### config.mk
export PLATFORM = sky130hd
export DESIGN_NAME = isda_top
export DESIGN_NICKNAME = d
export VERILOG_FILES = /design/src/hw/isda_pkg.sv /design/src/hw/isda_top.sv
export VERILOG_INCLUDE_DIRS = /design/src /design/src/hw
export SDC_FILE = /design/constraint.sdc
export NUM_CORES = 2
export LEC_CHECK = 0
export BUFFER_PORTS_ARGS = -buffer_cell sky130_fd_sc_hd__buf_2
export CAP_MARGIN = 20
export CORE_MARGIN = 3
export CORE_UTILIZATION = 55
export DETAILED_ROUTE_END_ITERATION = 8
export HOLD_SLACK_MARGIN = 0.05
export MAX_ROUTING_LAYER = met4
export PLACE_DENSITY = 0.83
export SETUP_SLACK_MARGIN = 0.1
export SLEW_MARGIN = 20
export SYNTH_ARGS = -nofsm -noshare
export SYNTH_HDL_FRONTEND = slang
export SYNTH_SLANG_ARGS = --single-unit
### constraint.sdc
create_clock -name clk -period 8.9 [get_ports clk]
set_input_delay 0.89 -clock clk [delete_from_list [all_inputs] [get_ports clk]]
set_output_delay 0.89 -clock clk [all_outputs]
set_load 0.1 [all_outputs]
### src/hw/isda_params.svh
`ifndef ISDA_PARAMS_SVH
`define ISDA_PARAMS_SVH
// register offsets (16-bit register port, word index)
`define ISDA_LCD_BASE 8'h03
`define ISDA_LCD_LAST 8'h12
`define ISDA_LBD_BASE 8'h23
`define ISDA_LBD_LAST 8'h32
`define ISDA_BCD_BASE 8'h43
`define ISDA_BCD_LAST 8'h52
// field layout
`define ISDA_CHAN_W 8
`define ISDA_BIT_W 5
`define ISDA_REG_RESET 16'h0000
// channel delay limits per rate
`define ISDA_LIM_2M 8'h1f
`define ISDA_LIM_4M 8'h3f
`define ISDA_LIM_8M 8'h7f
`define ISDA_LIM_16M 8'hff
// quarter-bit length in system clocks at 16 Mb/s (rates below scale by 2,4,8)
`define ISDA_QTR_16M 2
`endif

### src/hw/isda_pkg.sv
package isda_pkg;
  // stream rate selection
  typedef enum logic [1:0] {
    ISDA_RATE_2M,
    ISDA_RATE_4M,
    ISDA_RATE_8M,
    ISDA_RATE_16M
  } isda_rate_e;
  // receiver alignment state
  typedef enum logic [1:0] {
    ISDA_ST_WAIT_FRAME,
    ISDA_ST_HOLD_CHAN,
    ISDA_ST_STORE
  } isda_state_e;
  typedef logic [7:0] isda_addr_t;
  typedef logic [15:0] isda_data_t;
endpackage : isda_pkg

### src/hw/isda_top.sv
`include "isda_params.svh"

// What this block does
// - sixteen local channel delay registers, 8-bit field in bits 7-0, rest reserved.
// - local stream data stored only after the programmed whole-channel count from frame.
// - channel delay limit 255/127/63/31 by rate; larger programmed values are clamped to it.
// - sixteen local bit delay registers, 5-bit field in bits 4-0, rest reserved.
// - local sample point moves forward by field times a quarter bit, max 7 3/4.
// - quarter-bit step scales with each stream's own rate, 2 to 16 Mb/s.
// - bit delay is linear; 19 gives four and three quarter bits.
// - sixteen backplane channel delay registers, 8-bit field in bits 7-0.
// - backplane stream data stored after its programmed channel count from frame.
module isda_top #(
  parameter int NSTREAM = 16,
  parameter int QTR_16M = `ISDA_QTR_16M
) (
  // clock and reset
  input wire logic clk,
  input wire logic arst_n,
  // register port
  input wire isda_pkg::isda_addr_t reg_addr,
  input wire isda_pkg::isda_data_t reg_wdata,
  input wire logic reg_wr,
  input wire logic reg_rd,
  output isda_pkg::isda_data_t reg_rdata,
  // frame pulse and per-stream rate
  input wire logic frame_pulse,
  input wire logic [2*NSTREAM-1:0] local_rate,
  input wire logic [2*NSTREAM-1:0] bkpl_rate,
  // serial inputs
  input wire logic [NSTREAM-1:0] local_serial_inputs,
  input wire logic [NSTREAM-1:0] bkpl_serial_inputs,
  // aligned bytes out, local then backplane stream order
  output logic [2*NSTREAM-1:0] out_valid,
  output logic [2*NSTREAM*8-1:0] out_data,
  input wire logic [2*NSTREAM-1:0] out_ready,
  // accepted by receiver (buffer not full)
  output logic [2*NSTREAM-1:0] rx_ready
);
  import isda_pkg::*;

  // ************************************************
  // registers
  // ************************************************
  logic [7:0] lcd_q [NSTREAM];
  logic [7:0] lcd_d [NSTREAM];
  logic [4:0] lbd_q [NSTREAM];
  logic [4:0] lbd_d [NSTREAM];
  logic [7:0] bcd_q [NSTREAM];
  logic [7:0] bcd_d [NSTREAM];
  isda_data_t rdata_q, rdata_d;

  // index within a bank, or -1 when outside
  function automatic int bank_idx(isda_addr_t a, isda_addr_t base, isda_addr_t last);
    int r;
    r = -1;
    if (a >= base && a <= last) begin
      r = int'(a - base);
    end
    return r;
  endfunction : bank_idx

  // register write and readback, reserved bits read zero
  always_comb begin
    int il, ib, ic;
    il = bank_idx(reg_addr, `ISDA_LCD_BASE, `ISDA_LCD_LAST);
    ib = bank_idx(reg_addr, `ISDA_LBD_BASE, `ISDA_LBD_LAST);
    ic = bank_idx(reg_addr, `ISDA_BCD_BASE, `ISDA_BCD_LAST);
    lcd_d = lcd_q;
    lbd_d = lbd_q;
    bcd_d = bcd_q;
    rdata_d = rdata_q;
    if (reg_wr) begin
      if (il >= 0) lcd_d[il] = reg_wdata[7:0];
      if (ib >= 0) lbd_d[ib] = reg_wdata[4:0];
      if (ic >= 0) bcd_d[ic] = reg_wdata[7:0];
    end
    if (reg_rd) begin
      rdata_d = `ISDA_REG_RESET;
      if (il >= 0) rdata_d = {8'h00, lcd_q[il]};
      if (ib >= 0) rdata_d = {11'h000, lbd_q[ib]};
      if (ic >= 0) rdata_d = {8'h00, bcd_q[ic]};
    end
  end

  always_ff @(posedge clk or negedge arst_n) begin
    if (!arst_n) begin
      for (int i = 0; i < NSTREAM; i++) begin
        lcd_q[i] <= 8'h00;
        lbd_q[i] <= 5'h00;
        bcd_q[i] <= 8'h00;
      end
      rdata_q <= `ISDA_REG_RESET;
    end else begin
      lcd_q <= lcd_d;
      lbd_q <= lbd_d;
      bcd_q <= bcd_d;
      rdata_q <= rdata_d;
    end
  end
  assign reg_rdata = rdata_q;

  // ************************************************
  // input synchronisers
  // ************************************************
  logic [2*NSTREAM:0] sync1_q, sync2_q;
  always_ff @(posedge clk or negedge arst_n) begin
    if (!arst_n) begin
      sync1_q <= '0;
      sync2_q <= '0;
    end else begin
      sync1_q <= {frame_pulse, bkpl_serial_inputs, local_serial_inputs};
      sync2_q <= sync1_q;
    end
  end

  // frame edge on synchronised pulse
  logic fp_prev_q;
  logic frame_edge;
  always_ff @(posedge clk or negedge arst_n) begin
    if (!arst_n) fp_prev_q <= 1'b0;
    else fp_prev_q <= sync2_q[2*NSTREAM];
  end
  assign frame_edge = sync2_q[2*NSTREAM] & ~fp_prev_q;

  // ************************************************
  // per-stream receivers
  // ************************************************
  genvar g;
  generate
    for (g = 0; g < 2*NSTREAM; g++) begin : g_rx
      localparam bit IS_LOCAL = (g < NSTREAM);
      localparam int SI = IS_LOCAL ? g : g - NSTREAM;
      isda_rate_e rate;
      logic [7:0] limit;
      logic [7:0] chan_live;
      logic [4:0] bit_live;
      logic [9:0] qlen;
      // per-frame captured delays
      logic [7:0] cdel_q, cdel_d;
      logic [4:0] bdel_q, bdel_d;
      isda_state_e st_q, st_d;
      logic [12:0] tick_q, tick_d;
      logic [7:0] chan_q, chan_d;
      logic [2:0] bitn_q, bitn_d;
      logic [7:0] sh_q, sh_d;
      logic push;
      // two-entry buffer
      logic [7:0] buf_q [2];
      logic [7:0] buf_d [2];
      logic [1:0] cnt_q, cnt_d;
      logic pop;

      assign rate = isda_rate_e'(IS_LOCAL ? local_rate[2*SI +: 2] : bkpl_rate[2*SI +: 2]);
      assign chan_live = IS_LOCAL ? lcd_q[SI] : bcd_q[SI];
      assign bit_live = IS_LOCAL ? lbd_q[SI] : 5'h00;

      // quarter-bit length and channel limit follow stream rate
      always_comb begin
        case (rate)
          ISDA_RATE_2M: begin
            qlen = 10'(QTR_16M * 8);
            limit = `ISDA_LIM_2M;
          end
          ISDA_RATE_4M: begin
            qlen = 10'(QTR_16M * 4);
            limit = `ISDA_LIM_4M;
          end
          ISDA_RATE_8M: begin
            qlen = 10'(QTR_16M * 2);
            limit = `ISDA_LIM_8M;
          end
          default: begin
            qlen = 10'(QTR_16M);
            limit = `ISDA_LIM_16M;
          end
        endcase
      end

      // frame alignment: count quarter bits, sample, count channels
      always_comb begin
        st_d = st_q;
        cdel_d = cdel_q;
        bdel_d = bdel_q;
        tick_d = tick_q;
        chan_d = chan_q;
        bitn_d = bitn_q;
        sh_d = sh_q;
        push = 1'b0;
        if (frame_edge) begin
          cdel_d = (chan_live > limit) ? limit : chan_live;
          bdel_d = bit_live;
          // sample at bit-delay quarters plus half bit
          tick_d = 13'(({8'h00, bit_live} + 13'd2) * {3'd0, qlen});
          chan_d = 8'h00;
          bitn_d = 3'd0;
          st_d = ISDA_ST_HOLD_CHAN;
        end else begin
          case (st_q)
            ISDA_ST_WAIT_FRAME: st_d = ISDA_ST_WAIT_FRAME;
            ISDA_ST_HOLD_CHAN, ISDA_ST_STORE: begin
              if (tick_q > 13'd1) begin
                tick_d = tick_q - 13'd1;
              end else begin
                tick_d = 13'({qlen, 2'b00}); // one bit period
                sh_d = {sh_q[6:0], sync2_q[g]};
                bitn_d = bitn_q + 3'd1;
                if (bitn_q == 3'd7) begin
                  // store only once the delay count is reached
                  if (st_q == ISDA_ST_STORE || chan_q >= cdel_q) begin
                    push = 1'b1;
                    st_d = ISDA_ST_STORE;
                  end
                  chan_d = chan_q + 8'h01;
                end
              end
            end
            default: st_d = ISDA_ST_WAIT_FRAME;
          endcase
        end
      end

      always_ff @(posedge clk or negedge arst_n) begin
        if (!arst_n) begin
          st_q <= ISDA_ST_WAIT_FRAME;
          cdel_q <= 8'h00;
          bdel_q <= 5'h00;
          tick_q <= 13'h0000;
          chan_q <= 8'h00;
          bitn_q <= 3'd0;
          sh_q <= 8'h00;
        end else begin
          st_q <= st_d;
          cdel_q <= cdel_d;
          bdel_q <= bdel_d;
          tick_q <= tick_d;
          chan_q <= chan_d;
          bitn_q <= bitn_d;
          sh_q <= sh_d;
        end
      end

      // two-entry buffer; a push into a full buffer is dropped
      assign pop = out_ready[g] && (cnt_q != 2'd0);
      always_comb begin
        buf_d = buf_q;
        cnt_d = cnt_q;
        if (pop) begin
          buf_d[0] = buf_q[1];
          cnt_d = cnt_d - 2'd1;
        end
        if (push && cnt_q != 2'd2) begin
          buf_d[cnt_d[0]] = {sh_q[6:0], sync2_q[g]};
          cnt_d = cnt_d + 2'd1;
        end
      end
      always_ff @(posedge clk or negedge arst_n) begin
        if (!arst_n) begin
          buf_q[0] <= 8'h00;
          buf_q[1] <= 8'h00;
          cnt_q <= 2'd0;
        end else begin
          buf_q <= buf_d;
          cnt_q <= cnt_d;
        end
      end
      assign out_valid[g] = (cnt_q != 2'd0);
      assign out_data[g*8 +: 8] = buf_q[0];
      assign rx_ready[g] = (cnt_q != 2'd2);
    end
  endgenerate
endmodule : isda_top

* Word-level counts from Yosys, hierarchy flattened
Index checks and enable logic that the tools add are counted.
** Operators by class
- Bitwise operators :: 70
- Multiplexer cells :: 984
- Reduce and logical (&&, ||, !) cells :: 425
- Add/subtract/negate cells :: 179
- Order comparisons :: 175
- $mul :: 16
- Eq/ne operators :: 320
** Operators by type and width (count)
- $mux W8 :: 233
- $mux W13 :: 96
- $pmux W8 S3 :: 32
- $bwmux W16 :: 32
- $mux W16 :: 32
- $pmux W5 S3 :: 32
- $mux W2 :: 224
- $gt A13 B1 Y1 const B :: 32
- $sub A13 B1 Y13 const B :: 32
- $mux W3 :: 96
- $ne A3 B3 Y1 const B :: 96
- $reduce_and A3 Y1 :: 96
- $add A8 B1 Y8 const B :: 32
- $bwmux W128 :: 2
- $demux W8 S1 :: 32
- $ge A8 B8 Y1 :: 32
- $gt A8 B8 Y1 :: 32
- $mul A6 B10 Y13 :: 16
- $reduce_bool A2 Y1 :: 96
- $mux W1 :: 160
- $eq A2 B1 Y1 const B :: 64
- $eq A2 B2 Y1 const B :: 64
- $ne A2 B2 Y1 const B :: 64
- $logic_and A1 B1 Y1 :: 102
- other kinds (34) :: 440
** Word-level totals
- Bits in registers :: 2307
- Output and inout bits :: 336
- Input port bits :: 157
- Word-level logic and storage cells :: 2509

* Logic depth before layout (Yosys ltp)
- Depth in word-level cells :: 10
- Mapped depth :: 17
- Gate-level depth less buffers :: 16

* Worst setup path after synthesis
No wires, ideal clock.
- Path type :: input-to-reg
- Start :: input port local_rate[5]
- End :: register g_rx[2].tick_q[10]
- Arrival time :: 4.265 ns
- Setup slack :: 4.553 ns
- Setup time :: 0.082 ns
- Buffers on the path :: 1
- Stages :: 16
- Required time :: 8.818 ns
- Path through :: clkbuf_1 nor2_1 nand2_1 fa_1 inv_1 fa_1 ha_1 ha_1 fa_1 a21o_1 a21oi_1 o21bai_1 a21oi_1 xnor2_1 nor2_1 a31oi_1
** On the way
- Cells in the longest elaborated chain, start to end :: 4
- Elaborated cells on any way between the ends :: 6
- Classes of those cells :: 1 x mul; 2 x eq/ne; 2 x mux; 1 x reduce/logical
** Ends and longest elaborated chain
- start, declared :: RTL line isda_top.sv:28 : input wire logic [2*NSTREAM-1:0] local_rate,
- $eq A2 B2 Y1, or another cell as far along :: RTL line isda_top.sv:160 : case (rate)
- $pmux W5 S3 * :: RTL line isda_top.sv:160
- $mul A6 B10 Y13 * :: RTL line isda_top.sv:194 : tick_d = 13'(({8'h00, bit_live} + 13'd2) * {3'd0, qlen});
- $mux W13 * :: RTL line isda_top.sv:190 : if (frame_edge) begin
- end signal, assigned :: RTL line isda_top.sv:236 : tick_q <= tick_d;
- end, declared :: RTL line isda_top.sv:143 : logic [12:0] tick_q, tick_d;
Mark *: on every way between the ends. The rest lies on a longest branch, timed or not.
A chain may end at the register's enable or synchronous reset.

* Final worst setup path
- Start :: input port reg_addr[0]
- End :: register lcd_q (netlist bit g_rx[5].chan_live[3])
** On the way
- Cells in the longest elaborated chain, start to end :: 9
- Elaborated cells on any way between the ends :: 14
- Classes of those cells :: 1 x add/sub; 5 x order compare; 4 x mux; 1 x bitwise; 3 x reduce/logical
** Ends and longest elaborated chain
- start, declared :: RTL line isda_top.sv:21 : input wire isda_pkg::isda_addr_t reg_addr,
- $ge A8 B2 Y1 / $le A8 B5 Y1 (equally long branches) :: RTL line isda_top.sv:57 : if (a >= base && a <= last) begin
- $logic_and A1 B1 Y1 :: RTL line isda_top.sv:57
- $mux W32 * :: RTL line isda_top.sv:57
- $not A32 Y32 (not written as such) :: RTL line isda_top.sv:74 : if (il >= 0) lcd_d[il] = reg_wdata[7:0];
- $ge A32 B5 Y1 (not written as such) / $lt A32 B1 Y1 (equally long branches) :: RTL line isda_top.sv:74
- $logic_and A1 B1 Y1 (not written as such) :: RTL line isda_top.sv:74
- $mux W8 (not written as such) :: RTL line isda_top.sv:74
- $demux W8 S4 :: RTL line isda_top.sv:74
- $bwmux W128 :: RTL line isda_top.sv:74
- end signal, assigned :: RTL line isda_top.sv:95 : lcd_q <= lcd_d;
- end, declared :: RTL line isda_top.sv:45 : logic [7:0] lcd_q [NSTREAM];
Marks and branches as above.

==> out/metrics.yaml <==
layout:
  proportion_of_layout_cells_with_a_drive_suffix_above_1: 0.1765
  finalNetCount: 14290
  area_growth_syn_to_layout_pct: 9.380
  mostFrequentLayoutCells: "sky130_fd_sc_hd__dfrtp_1, sky130_fd_sc_hd__nor2_1, sky130_fd_sc_hd__mux2_2"
  layout_commonest_cell: "sky130_fd_sc_hd__dfrtp_1"
  nFillCells: 18600
logic_synthesis:
  postSynth.topFlopCell: "sky130_fd_sc_hd__dfrtp_1"
  yosysWarningCount: 0
  ys_ff_latch: 2299
  post-synth-top-area-fraction: 0.4373
  synth_area_per_cell_sq_um: 10.18
  synth_sequential_area_ratio: 0.4373
  synth_area_sq_um: 131600
  synth_edf_count: 0
  async_flop_share: 1.000
  synth.lib_cells_used.distinct: 101
  yosys.area.top_type: "sky130_fd_sc_hd__dfrtp_1"
  ys_top_cells_by_area: "sky130_fd_sc_hd__dfrtp_1, sky130_fd_sc_hd__mux2_2, sky130_fd_sc_hd__ha_1"
  post_synth_inst_count: 12920
routing:
  wirelength_per_cell_um: 19.00
  drtAntennaViolNets: 0
  drt_first_iter_violations: 7995
  drc: 17
  route.detailed.vias_per_inst: 5.921
  wirelength_um: 311400
  vias: 97050
  dr.pass1.iters: 9
worst_setup_path:
  path_common_cell: "sky130_fd_sc_hd__buf_4"
  critical_path.startpoint_type: "primary input"
  crit_path_dat_ns: 6.93
  timing.critical_path.slowest_stage_cell: "sky130_fd_sc_hd__nand4_1"
  timing_worst_setup_path_type: "in -> reg"
  worstSetupEndpointType: "flop"
  critPathMaxFanout: 38
  worst_path_largest_cell_delay_ns: 1.05
  cp_data_required_time_ns: 9.64
  cell_breakdown_of_the_critical_path: "buf_2 > buf_4 > inv_1 > buf_4 > ha_2 > buf_4 > inv_1 > nor2_1 > nand4_1 > or2_2 > nor2_2 > mux2_2"
placed_design:
  portBuffers: 476
  gp_congestion: 0.9468
  dp.final_hpwl_um: 215100
sta:
  finalHoldViolCount: 0
  max-slew-margin-rel: 0.1664
  worst-slew-pin-transition_ns: 1.250
  slew_viol_final: 0
  grt_setup_unrepaired: "false"
  fin_crit_sh: 0.6957
  fin_crit_ns: 6.192
  fmax_ghz: 0.1615
  largest_clock_skew_in_the_final_design_ns: 0.05729
  timing.final.setup_violations: 0
  setup_total_negative_slack_ns: 0
min_path:
  min-delay-path-class: "in -> reg"
clock_tree:
  path_clk_slew_ns: 0.06
  clock_tree.root_cell: "sky130_fd_sc_hd__clkbuf_16"
  cts-hold-fix-buffers: 22
  cts.sink_count: 2299
  number_of_setup_buffers_added_after_cts: 0
  deepest_clock_path_buffer_count: 3
  worst_skew_pair.late_latency_ns: 0.90
  cts_htree_levels: 4
  cts_inserted_buffers: 238
  clock_tree_from_tritoncts: "yes"
  cts.repair.resized: 0
grt:
  groute.usage.overall: 0.2588
  grt_pass1_vias: 96830
  number_of_antenna_violations_at_the_first_check_in_global_routing: 52
  grt_max_degree: 176
  grt.overflow.total: 0
  grt_first_pass_wirelength_um: 508400
floorplanning:
  die_ht_um: 495.1
  placementRows: 178
  coreArea_sq_um: 236500
  floorplan.io_pins: 493
  fp.dieW_um: 495.1
  initial_utilization: 0.5562
  die-area_sq_um: 245100
outcome:
  violations: "design-rule violations"
  status: "finished with violations"
power_and_ir_drop:
  finalPower_mw: 29.53
  vdd_ir_drop_max_uv: 210.1
  power.leakage_nw: 70.57
  p_per_area_nw_per_um2: 205.2
run:
  count_of_maximum_capacitance_violations: 0
-- critical path, delay by kind of cell --
kind	cells	cell delay, ns
buffers and inverters	6	2.02
multiplexers	1	0.40
AND/OR/NAND/NOR	4	3.19
adder cells (fa/ha/maj)	1	0.36
-- cells in the mapped netlist, drive strengths merged, types with 27 or more instances --
cell type and n:
o31ai 53, and3 87, and2 103, or2 56, nand3 253, nand2b 165, a31oi 47, inv 715
a21o 166, a21oi 666, o21bai 53, nand2 965, buf 356, mux2 1144, o211ai 42, a211oi 44
a22oi 67, fa 144, nor4 95, ha 994, xor2 181, xnor2 253, nor2b 91, mux2i 205
a222oi 27, dfrtp 2299, clkbuf 424, or3 91, nor2 1185, nor3 364, nand4 121, o22ai 109
o21a 111, or4 76, o21ai 856
-- power breakdown --
part	internal, mW	switching (mW)
combinational	2.13	4.46
clock	6.28	4.44
sequential	11.3	0.880
total	19.7	9.78
-- logic make-up after synthesis --
group                    Yosys count  share of synthesized area
adder cells (fa/ha/maj)         1138                     0.1165
flip-flops                      2299                     0.4373
other                              1                 0.00002851
AO/OA/AOI/OAI                   2444                     0.1124
XOR/XNOR                         434                    0.02889
buffers and inverters           1495                    0.05084
multiplexers                    1359                     0.1152
AND/OR/NAND/NOR                 3749                     0.1388
-- per-layer routing --
metal  GRT usage  wire length, um
met2      0.4078           147400
met1      0.3269           128500
met3     0.04616            20620
met4      0.1169            14910
met5           -                0
-- metrics by stage --
step | setup slack, ns | hold WS [ns] | util | cell area [sq um] | std cells
after detailed placement | 2.278 | 0.3347 | 0.5709 | 135000 | 15880
after floorplan | 4.553 | 0.3312 | - | 131600 | 12930
after global routing | 2.863 | 0.07451 | 0.6083 | 143900 | 16380
after CTS | 3.168 | 0.05077 | 0.6079 | 143800 | 16350
after global placement | 2.388 | 0.3326 | 0.5709 | 135000 | 15880
final | 2.708 | 0.1171 | 0.6084 | 143900 | 16390
-- final cells by class --
type | instances | area, sq um | share of cell area
multi-input combinational | 9132 | 67450 | 0.4687
sequential | 2299 | 57530 | 0.3998
clock buffer | 327 | 6780 | 0.04712
tap | 3150 | 3941 | 0.02739
timing repair buffer | 610 | 3669 | 0.02549
inverter | 715 | 2684 | 0.01865
clock inverter | 115 | 1730 | 0.01203
antenna | 44 | 110.1 | 0.0007652
-- final timing paths --
kind	startpoint	end	slack (ns)	cells after the start
hold reg to reg	sync1_q[14]	sync2_q[14]	0.35	0
hold / removal	bkpl_serial_inputs[4]	sync1_q[20]	0.12	1
setup / recovery	reg_addr[0]	g_rx[5].chan_live[3]	2.71	12
min in group asynchronous	arst_n	out_data[190]	0.63	2
max in group asynchronous	arst_n	out_data[128]	5.99	4
setup reg to reg	g_rx[5].bit_live[1]	g_rx[5].tick_q[10]	4.56	13
-- registers in the layout (all words and copies together) (netlist names) --
name            count
g_rx.chan_live    256
sync1_q            33
fp_prev_q           1
g_rx.cdel_q       256
g_rx.sh_q         224
out_data          256
g_rx.cnt_q         64
g_rx.bitn_q        96
reg_rdata           8
g_rx.buf_q        256
g_rx.tick_q       416
sync2_q            33
g_rx.st_q          64
g_rx.chan_q       256
g_rx.bit_live      80
No activity file was read; power rests on OpenSTA's default activity.
